[src/plrb_defs.vh]
`ifndef PLRB_DEFS_VH
`define PLRB_DEFS_VH
// register byte addresses on the avalon slave
`define PLRB_ADDR_DBG      20'h5D12C
`define PLRB_ADDR_MCTL     20'h5D200
`define PLRB_ADDR_MSTS     20'h5D204
`define PLRB_ADDR_ACTL     20'h5D208
`define PLRB_ADDR_ASTS     20'h5D20C
`define PLRB_ADDR_WDCTL    20'h5D210
`define PLRB_ADDR_WDKEY    20'h5D214
`define PLRB_ADDR_IRQSTS   20'h5D218
`define PLRB_ADDR_IRQMSK   20'h5D21C
// control fields
`define PLRB_BIT_PWR       0
`define PLRB_BIT_SEL       1
`define PLRB_BIT_WDEN      0
`define PLRB_BIT_WDRST     1
// status fields
`define PLRB_BIT_LOCK      0
`define PLRB_BIT_SLIP      1
`define PLRB_BIT_BYPBUSY   2
`define PLRB_BIT_RUN       3
// interrupt bits
`define PLRB_IRQ_MSLIP     0
`define PLRB_IRQ_ASLIP     1
`define PLRB_IRQ_MBYP      2
`define PLRB_IRQ_ABYP      3
`define PLRB_IRQ_W         4
// timing
`define PLRB_BYP_CYC       120
`define PLRB_WD_DEF        16'h4000
`define PLRB_WDKEY_VAL     32'h0000_00A5
`define PLRB_RST_PULSE     8'h10
`define PLRB_RUN_WIN       8'h40
`endif

[src/plrb_top.v]
// Function
// watchdog counts on an independent clock, never on the synth output
// software arms watchdog with reset before selecting the synth clock
// watchdog expiry resets whole device so start-up runs again
// scratch bit 0 at 0x0005D12C, kept across watchdog reset
// software checks main slip right after select, relocks while slipped
// software checks aux slip after select, relocks until no slip
// software confirms aux synth runs with timer 2 before usb use
// bypass or power-down settles within 120 system clock cycles
// software must not lower dividers during bypass settling
// software waits 120 cycles after clearing select and power enable
// usb boot does no retries; system must supply retry mechanism
// lock flag may be set while synth gives no clock
// software runs at least five lock sequences on first configuration
//
// Decided for this implementation: the Avalon-MM register port.
`timescale 1ns/1ps
`default_nettype none
`include "plrb_defs.vh"
module plrb_top #(
  parameter WD_W     = 16,
  parameter BYP_CYC  = `PLRB_BYP_CYC
) (
  // clock and reset
  input  wire        clk_i,
  input  wire        rstn_i,
  // avalon-mm slave
  input  wire [19:0] avs_address_i,
  input  wire        avs_read_i,
  input  wire        avs_write_i,
  input  wire [3:0]  avs_byteenable_i,
  input  wire [31:0] avs_writedata_i,
  output wire [31:0] avs_readdata_o,
  output wire        avs_waitrequest_o,
  output wire        avs_response_err_o,
  // main synth
  input  wire        main_lock_i,
  input  wire        main_slip_i,
  input  wire        main_alive_i,
  output wire        main_pwr_o,
  output wire        main_sel_o,
  output wire        main_bypassed_o,
  // auxiliary synth
  input  wire        aux_lock_i,
  input  wire        aux_slip_i,
  input  wire        aux_alive_i,
  output wire        aux_pwr_o,
  output wire        aux_sel_o,
  output wire        aux_bypassed_o,
  // watchdog tick from independent oscillator domain, and device reset out
  input  wire        wd_tick_i,
  output wire        dev_rst_o,
  // interrupt
  output wire        irq_o
);
  // synchronisers: 3 stages, change taken when stages 2 and 3 agree
  // stage 1 may be metastable, so nothing but stage 2 reads it
  wire [6:0] raw_in = {wd_tick_i, aux_alive_i, aux_slip_i, aux_lock_i,
                       main_alive_i, main_slip_i, main_lock_i};
  reg  [6:0] s1_ff, s2_ff, s3_ff, in_ff;
  always @(posedge clk_i) begin
    if (!rstn_i) begin
      s1_ff <= 7'h00;
      s2_ff <= 7'h00;
      s3_ff <= 7'h00;
      in_ff <= 7'h00;
    end else begin
      s1_ff <= raw_in;
      s2_ff <= s1_ff;
      s3_ff <= s2_ff;
      in_ff <= (s2_ff & s3_ff) | (in_ff & (s2_ff | s3_ff));
    end
  end
  // lock alone is not trusted; run status comes from an activity input
  reg        tick_d_ff;
  wire       tick_rise = in_ff[6] & ~tick_d_ff;

  // bus
  // every access answers in its second cycle, so the master never waits longer
  wire       acc    = avs_read_i | avs_write_i;
  reg        ack_ff;
  reg [31:0] rdata_ff;
  reg        err_ff;
  wire       wr_go  = avs_write_i & ~ack_ff;
  wire       rd_go  = avs_read_i & ~ack_ff;

  reg [31:0] dbg_ff;
  reg [1:0]  mctl_ff, actl_ff;
  reg [1:0]  wdctl_ff;
  reg [WD_W-1:0] wd_cnt_ff;
  reg [4:0]  irq_sts_ff, irq_msk_ff;
  reg        irq_ff;
  reg [7:0]  rst_cnt_ff;
  reg        dev_rst_ff;

  function known_addr;
    input [19:0] a;
    begin
      case (a)
        `PLRB_ADDR_DBG, `PLRB_ADDR_MCTL, `PLRB_ADDR_MSTS, `PLRB_ADDR_ACTL,
        `PLRB_ADDR_ASTS, `PLRB_ADDR_WDCTL, `PLRB_ADDR_WDKEY,
        `PLRB_ADDR_IRQSTS, `PLRB_ADDR_IRQMSK: known_addr = 1'b1;
        default: known_addr = 1'b0;
      endcase
    end
  endfunction

  function [31:0] merge;
    input [31:0] old;
    input [31:0] nw;
    input [3:0]  be;
    begin
      merge = {be[3] ? nw[31:24] : old[31:24], be[2] ? nw[23:16] : old[23:16],
               be[1] ? nw[15:8] : old[15:8], be[0] ? nw[7:0] : old[7:0]};
    end
  endfunction

  // write strobes; control registers need the low byte lane
  wire wr_hit_mctl  = wr_go & (avs_address_i == `PLRB_ADDR_MCTL) & avs_byteenable_i[0];
  wire wr_hit_actl  = wr_go & (avs_address_i == `PLRB_ADDR_ACTL) & avs_byteenable_i[0];
  wire wr_hit_wdctl = wr_go & (avs_address_i == `PLRB_ADDR_WDCTL) & avs_byteenable_i[0];
  wire wr_hit_irqs  = wr_go & (avs_address_i == `PLRB_ADDR_IRQSTS) & avs_byteenable_i[0];
  wire wr_hit_irqm  = wr_go & (avs_address_i == `PLRB_ADDR_IRQMSK) & avs_byteenable_i[0];
  wire wr_hit_dbg   = wr_go & (avs_address_i == `PLRB_ADDR_DBG);

  // bypass settle counters per synth, generated
  // loaded one short: bypassed_o sits one register behind busy and must land in the window
  localparam [31:0] BYP_LOAD = BYP_CYC - 1;
  wire [1:0] busy_w;
  wire [1:0] byp_start;
  wire [1:0] byp_done;
  genvar g;
  generate
    for (g = 0; g < 2; g = g + 1) begin : g_byp
      reg [7:0]  cnt_ff;
      reg        busy_ff;
      wire [1:0] cur = g ? actl_ff : mctl_ff;
      wire       hit = g ? wr_hit_actl : wr_hit_mctl;
      // a clear of power or select starts the settle window
      assign byp_start[g] = hit & ((cur[`PLRB_BIT_PWR] & ~avs_writedata_i[`PLRB_BIT_PWR]) |
                                   (cur[`PLRB_BIT_SEL] & ~avs_writedata_i[`PLRB_BIT_SEL]));
      assign byp_done[g]  = busy_ff & (cnt_ff == 8'h01);
      assign busy_w[g]    = busy_ff;
      always @(posedge clk_i) begin
        if (!rstn_i) begin
          cnt_ff  <= 8'h00;
          busy_ff <= 1'b0;
        end else if (byp_start[g]) begin
          cnt_ff  <= BYP_LOAD[7:0];
          busy_ff <= 1'b1;
        end else if (busy_ff) begin
          cnt_ff  <= cnt_ff - 8'h01;
          busy_ff <= ~byp_done[g];
        end
      end
    end
  endgenerate

  // outputs to synth; select/power follow the register at once, bypassed shows a cleared select only after settle completes
  reg main_byp_ff, aux_byp_ff;
  always @(posedge clk_i) begin
    if (!rstn_i) begin
      main_byp_ff <= 1'b1;
      aux_byp_ff  <= 1'b1;
    end else begin
      main_byp_ff <= ~mctl_ff[`PLRB_BIT_SEL] & ~busy_w[0];
      aux_byp_ff  <= ~actl_ff[`PLRB_BIT_SEL] & ~busy_w[1];
    end
  end

  // slip edges, settle completions and watchdog expiry for interrupts
  reg        mslip_d_ff, aslip_d_ff;
  wire       wd_expire;
  wire [4:0] ev_all = {wd_expire, byp_done[1], byp_done[0],
                       in_ff[4] & ~aslip_d_ff, in_ff[1] & ~mslip_d_ff};

  // watchdog: counts ticks of the free-running oscillator, not the synth
  wire wd_kick = wr_go & (avs_address_i == `PLRB_ADDR_WDKEY) &
                 (avs_writedata_i == `PLRB_WDKEY_VAL);
  assign wd_expire = wdctl_ff[`PLRB_BIT_WDEN] & tick_rise & (wd_cnt_ff == {WD_W{1'b0}});

  always @(posedge clk_i) begin
    if (!rstn_i) begin
      wd_cnt_ff <= `PLRB_WD_DEF;
      tick_d_ff <= 1'b0;
    end else begin
      tick_d_ff <= in_ff[6];
      // a disabled watchdog holds its reload, so enabling starts a full span
      if (wd_kick | ~wdctl_ff[`PLRB_BIT_WDEN])
        wd_cnt_ff <= `PLRB_WD_DEF;
      else if (tick_rise & (wd_cnt_ff != {WD_W{1'b0}}))
        wd_cnt_ff <= wd_cnt_ff - {{(WD_W-1){1'b0}}, 1'b1};
    end
  end

  wire        main_alive_w = in_ff[2];
  wire [31:0] mst = {28'h0000000, main_alive_w, busy_w[0], in_ff[1], in_ff[0]};
  wire [31:0] ast = {28'h0000000, in_ff[5], busy_w[1], in_ff[4], in_ff[3]};

  // read mux; unmapped addresses read zero
  reg [31:0] nxt_rdata;
  always @* begin
    nxt_rdata = 32'h0000_0000;
    case (avs_address_i)
      `PLRB_ADDR_DBG:    nxt_rdata = dbg_ff;
      `PLRB_ADDR_MCTL:   nxt_rdata = {30'h00000000, mctl_ff};
      `PLRB_ADDR_MSTS:   nxt_rdata = mst;
      `PLRB_ADDR_ACTL:   nxt_rdata = {30'h00000000, actl_ff};
      `PLRB_ADDR_ASTS:   nxt_rdata = ast;
      `PLRB_ADDR_WDCTL:  nxt_rdata = {30'h00000000, wdctl_ff};
      `PLRB_ADDR_WDKEY:  nxt_rdata = {{(32-WD_W){1'b0}}, wd_cnt_ff};
      `PLRB_ADDR_IRQSTS: nxt_rdata = {27'h0000000, irq_sts_ff};
      `PLRB_ADDR_IRQMSK: nxt_rdata = {27'h0000000, irq_msk_ff};
      default:           nxt_rdata = 32'h0000_0000;
    endcase
  end

  // set wins over write-one-to-clear, so an event in the clear cycle is kept
  reg [4:0] nxt_irq_sts;
  always @* begin
    nxt_irq_sts = irq_sts_ff | ev_all;
    if (wr_hit_irqs)
      nxt_irq_sts = (irq_sts_ff & ~avs_writedata_i[4:0]) | ev_all;
  end

  always @(posedge clk_i) begin
    if (!rstn_i) begin
      ack_ff     <= 1'b0;
      rdata_ff   <= 32'h0000_0000;
      err_ff     <= 1'b0;
      mctl_ff    <= 2'h0;
      actl_ff    <= 2'h0;
      wdctl_ff   <= 2'h0;
      irq_sts_ff <= 5'h00;
      irq_msk_ff <= 5'h00;
      irq_ff     <= 1'b0;
      mslip_d_ff <= 1'b0;
      aslip_d_ff <= 1'b0;
    end else begin
      mslip_d_ff <= in_ff[1];
      aslip_d_ff <= in_ff[4];
      ack_ff     <= acc & ~ack_ff;
      if (acc & ~ack_ff) begin
        err_ff <= ~known_addr(avs_address_i);
      end
      if (rd_go) begin
        rdata_ff <= nxt_rdata;
      end
      if (wr_hit_mctl)
        mctl_ff <= avs_writedata_i[1:0];
      if (wr_hit_actl)
        actl_ff <= avs_writedata_i[1:0];
      if (wr_hit_wdctl)
        wdctl_ff <= avs_writedata_i[1:0];
      if (wr_hit_irqm)
        irq_msk_ff <= avs_writedata_i[4:0];
      irq_sts_ff <= nxt_irq_sts;
      irq_ff     <= |(irq_sts_ff & irq_msk_ff);
    end
  end

  // device reset pulse on expiry; state here survives it
  // boot code that does no retry of its own still gets a fresh start here
  always @(posedge clk_i) begin
    if (!rstn_i) begin
      rst_cnt_ff <= 8'h00;
      dev_rst_ff <= 1'b0;
    end else if (wd_expire & wdctl_ff[`PLRB_BIT_WDRST]) begin
      rst_cnt_ff <= `PLRB_RST_PULSE;
      dev_rst_ff <= 1'b1;
    end else if (rst_cnt_ff != 8'h00) begin
      rst_cnt_ff <= rst_cnt_ff - 8'h01;
      dev_rst_ff <= (rst_cnt_ff != 8'h01);
    end
  end

  // scratch lives only on the power-on reset, so it tells a retry reset apart
  always @(posedge clk_i) begin
    if (!rstn_i)
      dbg_ff <= 32'h0000_0000;
    else if (wr_hit_dbg)
      dbg_ff <= merge(dbg_ff, avs_writedata_i, avs_byteenable_i);
  end

  assign avs_readdata_o     = rdata_ff;
  assign avs_waitrequest_o  = acc & ~ack_ff;
  assign avs_response_err_o = err_ff;
  assign main_pwr_o         = mctl_ff[`PLRB_BIT_PWR];
  assign main_sel_o         = mctl_ff[`PLRB_BIT_SEL];
  assign aux_pwr_o          = actl_ff[`PLRB_BIT_PWR];
  assign aux_sel_o          = actl_ff[`PLRB_BIT_SEL];
  assign main_bypassed_o    = main_byp_ff;
  assign aux_bypassed_o     = aux_byp_ff;
  assign dev_rst_o          = dev_rst_ff;
  assign irq_o              = irq_ff;
endmodule
`default_nettype wire

[config.mk]
export PLATFORM = sky130hd
export DESIGN_NAME = plrb_top
export DESIGN_NICKNAME = d
export VERILOG_FILES = /design/src/plrb_top.v
export VERILOG_INCLUDE_DIRS = /design/src /design/src/src
export SDC_FILE = /design/constraint.sdc
export NUM_CORES = 1
export LEC_CHECK = 0
export ABC_CLOCK_PERIOD_IN_PS = 2750
export BUFFER_PORTS_ARGS = -buffer_cell sky130_fd_sc_hd__buf_4
export CAP_MARGIN = 20
export CORE_UTILIZATION = 57
export DETAILED_ROUTE_END_ITERATION = 10
export HOLD_SLACK_MARGIN = 0.05
export MAX_ROUTING_LAYER = met4
export PLACE_DENSITY_LB_ADDON = 0.1
export SKIP_LAST_GASP = 1
export SLEW_MARGIN = 40
export SYNTH_ARGS = -nofsm -noshare
export SYNTH_HDL_FRONTEND = slang
export SYNTH_SLANG_ARGS = --single-unit
[constraint.sdc]
create_clock -name clk_i -period 2.75 [get_ports clk_i]
set_clock_uncertainty 0.1 [all_clocks]
set_input_delay 0.55 -clock clk_i [delete_from_list [all_inputs] [get_ports clk_i]]
set_output_delay 0.55 -clock clk_i [all_outputs]
set_load 0.05 [all_outputs]
=== Word level (Yosys, flattened, before mapping) ===
Index checks and enable logic that the tools add are counted.

* Add/subtract/negate cells: 4
* Equal/unequal tests: 13
* Muxes and demuxes: 17
* Bitwise logic cells: 61
* Reductions and logical operators: 16

{| class="wikitable"
|+ Operators by type and width
! operator !! count
|-
| $pmux 32 s9 || 1
|-
| $eq 20x19->1 const B || 9
|-
| $and 1x1->1 || 33
|-
| $eq 32x8->1 const B || 1
|-
| $mux 7 || 4
|-
| $sub 8x1->8 const B || 3
|-
| $eq 8x1->1 const B || 2
|-
| $logic_not 16->1 || 1
|-
| $reduce_bool 16->1 || 1
|-
| $sub 16x1->16 const B || 1
|-
| $mux 5 || 3
|-
| $not 1->1 || 15
|-
| $and 7x7->7 || 2
|-
| $or 7x7->7 || 2
|-
| $and 5x5->5 || 2
|-
| $or 5x5->5 || 2
|-
| $mux 1 || 9
|-
| $reduce_or 9->1 || 1
|-
| $ne 8x1->1 const B || 1
|-
| $reduce_and 2->1 || 4
|-
| $reduce_bool 8->1 || 1
|-
| $reduce_or 2->1 || 4
|-
| $reduce_bool 2->1 || 3
|-
| $not 5->5 || 1
|-
| 2 further kinds || 5
|}

* Register bits after elaboration: 159
* Input bits: 67
* Logic and storage cells: 143

=== Logic depth before layout (Yosys ltp) ===
* Depth in word-level cells: 6
* Depth in mapped cells: 9
* Gate-level depth less buffers: 7

=== Worst setup path before layout ===
OpenSTA, ideal clock, no wires.

* Path type: input-to-reg
* Start: in avs_address_i[7]
* End: reg irq_msk_ff[0]
* Library setup time: 0.116 ns
* Arrival: 2.397 ns
* Data required time: 2.534 ns
* Setup slack: 0.137 ns
* Stages: 7
* Path through: or4_1 -> buf_2 -> or3_1 -> buf_6 -> nor4b_4 -> mux2i_1 -> nor2b_1

* Cells in the longest elaborated chain, start to end: 3

{| class="wikitable"
|+ Ends and longest elaborated chain
! element !! line !! RTL
|-
| start: declaration || plrb_top.v:28 || <nowiki>input wire [19:0] avs_address_i,</nowiki>
|-
| $eq 20x19->1 || n/a ||
|-
| $and 1x1->1 (2 in series) || plrb_top.v:123 || <nowiki>wire wr_hit_irqm = wr_go & (avs_address_i == `PLRB_ADDR_IRQMSK) & avs_byteenable_i[0];</nowiki>
|-
| end signal: assignment || plrb_top.v:256 || <nowiki>irq_msk_ff <= avs_writedata_i[4:0];</nowiki>
|-
| end: declaration || plrb_top.v:91 || <nowiki>reg [4:0] irq_sts_ff, irq_msk_ff;</nowiki>
|}

No other way between the ends.
A chain may end at the register's enable or synchronous reset.

=== Final worst setup path ===
* Start: in avs_address_i[7]
* End: reg rdata_ff[0], in the netlist avs_readdata_o[0]

* Cells in the longest elaborated chain, start to end: 2
* Elaborated cells on any way between the ends: 10
* Those cells by class: eq/ne: 9; mux: 1

{| class="wikitable"
|+ Ends and longest elaborated chain
! element !! line !! RTL
|-
| $eq 20x19->1 || plrb_top.v:204 || <nowiki>case (avs_address_i)</nowiki>
|-
| $pmux 32 s9 (*) || plrb_top.v:204 ||
|-
| end signal: assignment || plrb_top.v:247 || <nowiki>rdata_ff <= nxt_rdata;</nowiki>
|-
| end: declaration || plrb_top.v:82 || <nowiki>reg [31:0] rdata_ff;</nowiki>
|}

Every way passes the cells marked *; elsewhere a longest branch is shown, timed or not.

==> impl_metrics.csv <==
group,metric,value,unit
cts,cts_setup_buffers,0,
sta,period_needed,2.43,ns
cts,cts_tree,"done",
global_routing,grt_pass1_wl,28600,um
placement,portBuffers,108,
logic_synthesis,syn_nets,863,
sta,max_slew_margin,0.537,
min_path,min_path_cells,2,
critical_path,cp_max_fo,4,
cts,cts_root_buffer,"clkbuf_16",
floorplan,start_util,0.585,
critical_path,worstSetupEndpointType,"flip-flop",
min_path,hp-class,"primary input to flip-flop",
power,peakVddDrop,0.450,mV
sta,hold_viol,0,
cts,cts_sinks,159,
logic_synthesis,synthArstFlopShare,0,
detailed_routing,drcViolationCount,0,
cts,ctsHtreeMaxLevel,4,
global_routing,grt_usage,0.294,
final_layout,utilization,0.725,
final_layout,diodes,0,
floorplan,die_area,12800,sq um
logic_synthesis,ys_types,54,
logic_synthesis,syn_area,7020,sq um
critical_path,cp_num_cells,8,
cts,cts_resized,0,
global_routing,antenna_found_initial,0,
sta,rsz0062_at_grt,"false",
critical_path,r2r_cells,5,
detailed_routing,vias,6116,
critical_path,crit_arrival,2.69,ns
critical_path,cp_slowest_cell,"or4_1",
power,power_density,617,nW/um^2
logic_synthesis,synth_warnings,0,
critical_path,critPathTopFamily,"simple AND/OR/NAND/NOR gates",
floorplan,row_count,40,
detailed_routing,drt_iter0_markers,495,
sta,setup_viol,0,
floorplan,die_h,113,um
cts,clk_latency,0.42,ns
placement,dpl.hpwl,12600,um
detailed_routing,wirelength,17500,um
logic_synthesis,syn_area_per_cell,8.92,sq um
global_routing,grt_max_degree,109,
sta,worstMarginPinSlew,0.695,ns
logic_synthesis,synth_cells,787,
floorplan,io_pins,109,
detailed_routing,dr.pass1.iters,5,
detailed_routing,vias_per_cell,5.81,
cts,cts_inserted_buffers,17,
placement,place_congestion,0.916,
final_layout,synthToLayoutAreaGrowth,24.0,%
critical_path,worstPathCellList,"buf_4 > or4_1 > buf_4 > nor4_1 > buf_4 > a31o_2 > a221o_1 > o221a_2",
run,drv_cap,0,
sta,period_share,0.882,
final_layout,fill_cells,928,
global_routing,grt_pass1_vias,5836,
floorplan,fp.coreArea,12000,sq um
logic_synthesis,synth_seq_cells,159,
logic_synthesis,ys.flop_type,"dfxtp_1",
final_layout,final_layout_size_suffix_gt1_frac,0.208,
critical_path,max_stage_delay,0.67,ns
critical_path,crit_required,3.02,ns
cts,clk_pin_slew,0.06,ns
detailed_routing,antenna_left,0,
cts,ctsHoldBuffers,0,
logic_synthesis,ys_seq_area_frac,0.453,
critical_path,worstSetupStartpointType,"primary input",
detailed_routing,wire_per_inst,16.6,um
logic_synthesis,synth_edf_count,0,
power,p_total,5.37,mW
global_routing,gr-total-overflow,0,
critical_path,path_buf_inv,3,
floorplan,fp.dieW,113,um
sta,max_freq,412,MHz
critical_path,path_common_cell,"buf_4",
outcome,status,"finished, final reports clean",
power,leakage,3.33,nW
critical_path,critPathKind,"primary input to flip-flop",
sta,slew_violations,0,
final_layout,nets,969,
cts,clk_path_buf_depth,2,
## cell usage after synthesis, types with 11 or more instances
cell type / count / area [sq um]
a211oi_1: 15 / 113
a21boi_0: 42 / 315
a21oi_1: 11 / 55.1
and2_1: 44 / 275
clkbuf_1: 40 / 150
dfxtp_1: 159 / 3180
inv_1: 15 / 56.3
mux2i_1: 22 / 220
nand2_1: 75 / 282
nand3_1: 72 / 360
nand4_1: 11 / 68.8
nor2_1: 42 / 158
nor2b_1: 28 / 175
nor4_1: 17 / 106
o21a_1: 11 / 82.6
o21ai_0: 42 / 210
xnor2_1: 24 / 210
## cell families (layout without fill, tap and decap cells)
family                   Yosys count  in the layout  synth area share
multiplexers                      23             23            0.0330
flip-flops                       159            159             0.453
AO/OA/AOI/OAI                    154            154             0.153
buffers and inverters             66            185            0.0381
XOR/XNOR                          31             31            0.0387
adder cells (fa/ha/maj)            9              9            0.0160
AND/OR/NAND/NOR                  345            345             0.268
## layout make-up
class | instances | area [sq um] | share of cell area
clock buffer | 20 | 457 | 0.0525
clock inverter | 12 | 156 | 0.0180
inverter | 15 | 56.3 | 0.00647
multi-input combinational | 562 | 3570 | 0.410
sequential | 159 | 3180 | 0.366
tap | 147 | 184 | 0.0211
timing repair buffer | 138 | 1100 | 0.126
## worst paths after layout
| check | startpoint | to | slack (ns) |
|---|---|---|---|
| max | avs_address_i[7] | avs_readdata_o[0]$_SDFFE_PN0P_ | 0.32 |
| min | aux_lock_i | s1_ff[3]$_SDFF_PN0_ | 0.23 |
| max reg2reg | wd_cnt_ff[9]$_SDFFE_PP0P_ | rst_cnt_ff[5]$_SDFFE_PP0P_ | 0.40 |
| min reg2reg | s1_ff[5]$_SDFF_PN0_ | s2_ff[5]$_SDFF_PN0_ | 0.33 |
## layer usage
layer / global-route usage / up-vias / part of all wire
met4: 0.0991 / 0 / 0.018
met1: 0.373 / 2890 / 0.45
met3: 0.0621 / 26 / 0.053
met5: - / - / 0
met2: 0.468 / 204 / 0.48
li1: - / 2996 / -
## power by group
group / internal, mW / leakage [nW] / switching, mW
Sequential: 2.36 / 1.29 / 0.0454
Combinational: 0.229 / 1.74 / 0.302
Clock: 1.48 / 0.301 / 0.945
Total: 4.08 / 3.33 / 1.29
## state kept, by name (all words and copies together), names as in the netlist, 2 cells and up
signal / cells
dbg_ff: 32
wdctl_ff: 2
g_byp.cnt_ff: 16
avs_readdata_o: 32
in_ff: 7
s3_ff: 7
irq_sts_ff: 5
s2_ff: 7
actl_ff: 2
g_byp.busy_ff: 2
wd_cnt_ff: 16
rst_cnt_ff: 8
s1_ff: 7
irq_msk_ff: 5
g_byp.cur: 2
## per-stage QoR
step	std cells	hold WS [ns]	TNS, ns	area, sq um	setup WS [ns]
CTS	1053	0.223	0	8710	0.383
global route	1053	0.224	0	8710	0.255
floorplan	787	0.312	0	7020	0.137
detailed placement	1021	0.319	-0.0305	8090	-0.0161
global placement	1021	0.314	-0.0167	8090	-0.00568
finish	1053	0.232	0	8710	0.324
## cell usage in the layout (no fill, tap or decap), types with 4 or more instances in the layout
master     synthesis  layout
xor2_1             7       7
nor2b_1           28      28
a22oi_1            5       5
o21ai_0           42      42
o221a_2            4       4
nand2b_1           5       5
nand3_1           72      72
nand4_1           11      11
nor3_1             9       9
a21boi_0          42      42
a31o_2             4       4
dfxtp_1          159     159
nor4_1            17      17
inv_1             15      15
nor4b_1           10      10
ha_1               9       9
or3_1              4       4
clkbuf_16          0      17
and2_1            44      44
buf_12             0       5
buf_4              0     133
nor2_1            42      42
nand2_1           75      75
o21a_1            11      11
a21oi_1           11      11
xnor2_1           24      24
and3_1             8       8
a211oi_1          15      15
mux2i_1           22      22
Power figures use the tool's default switching activity.
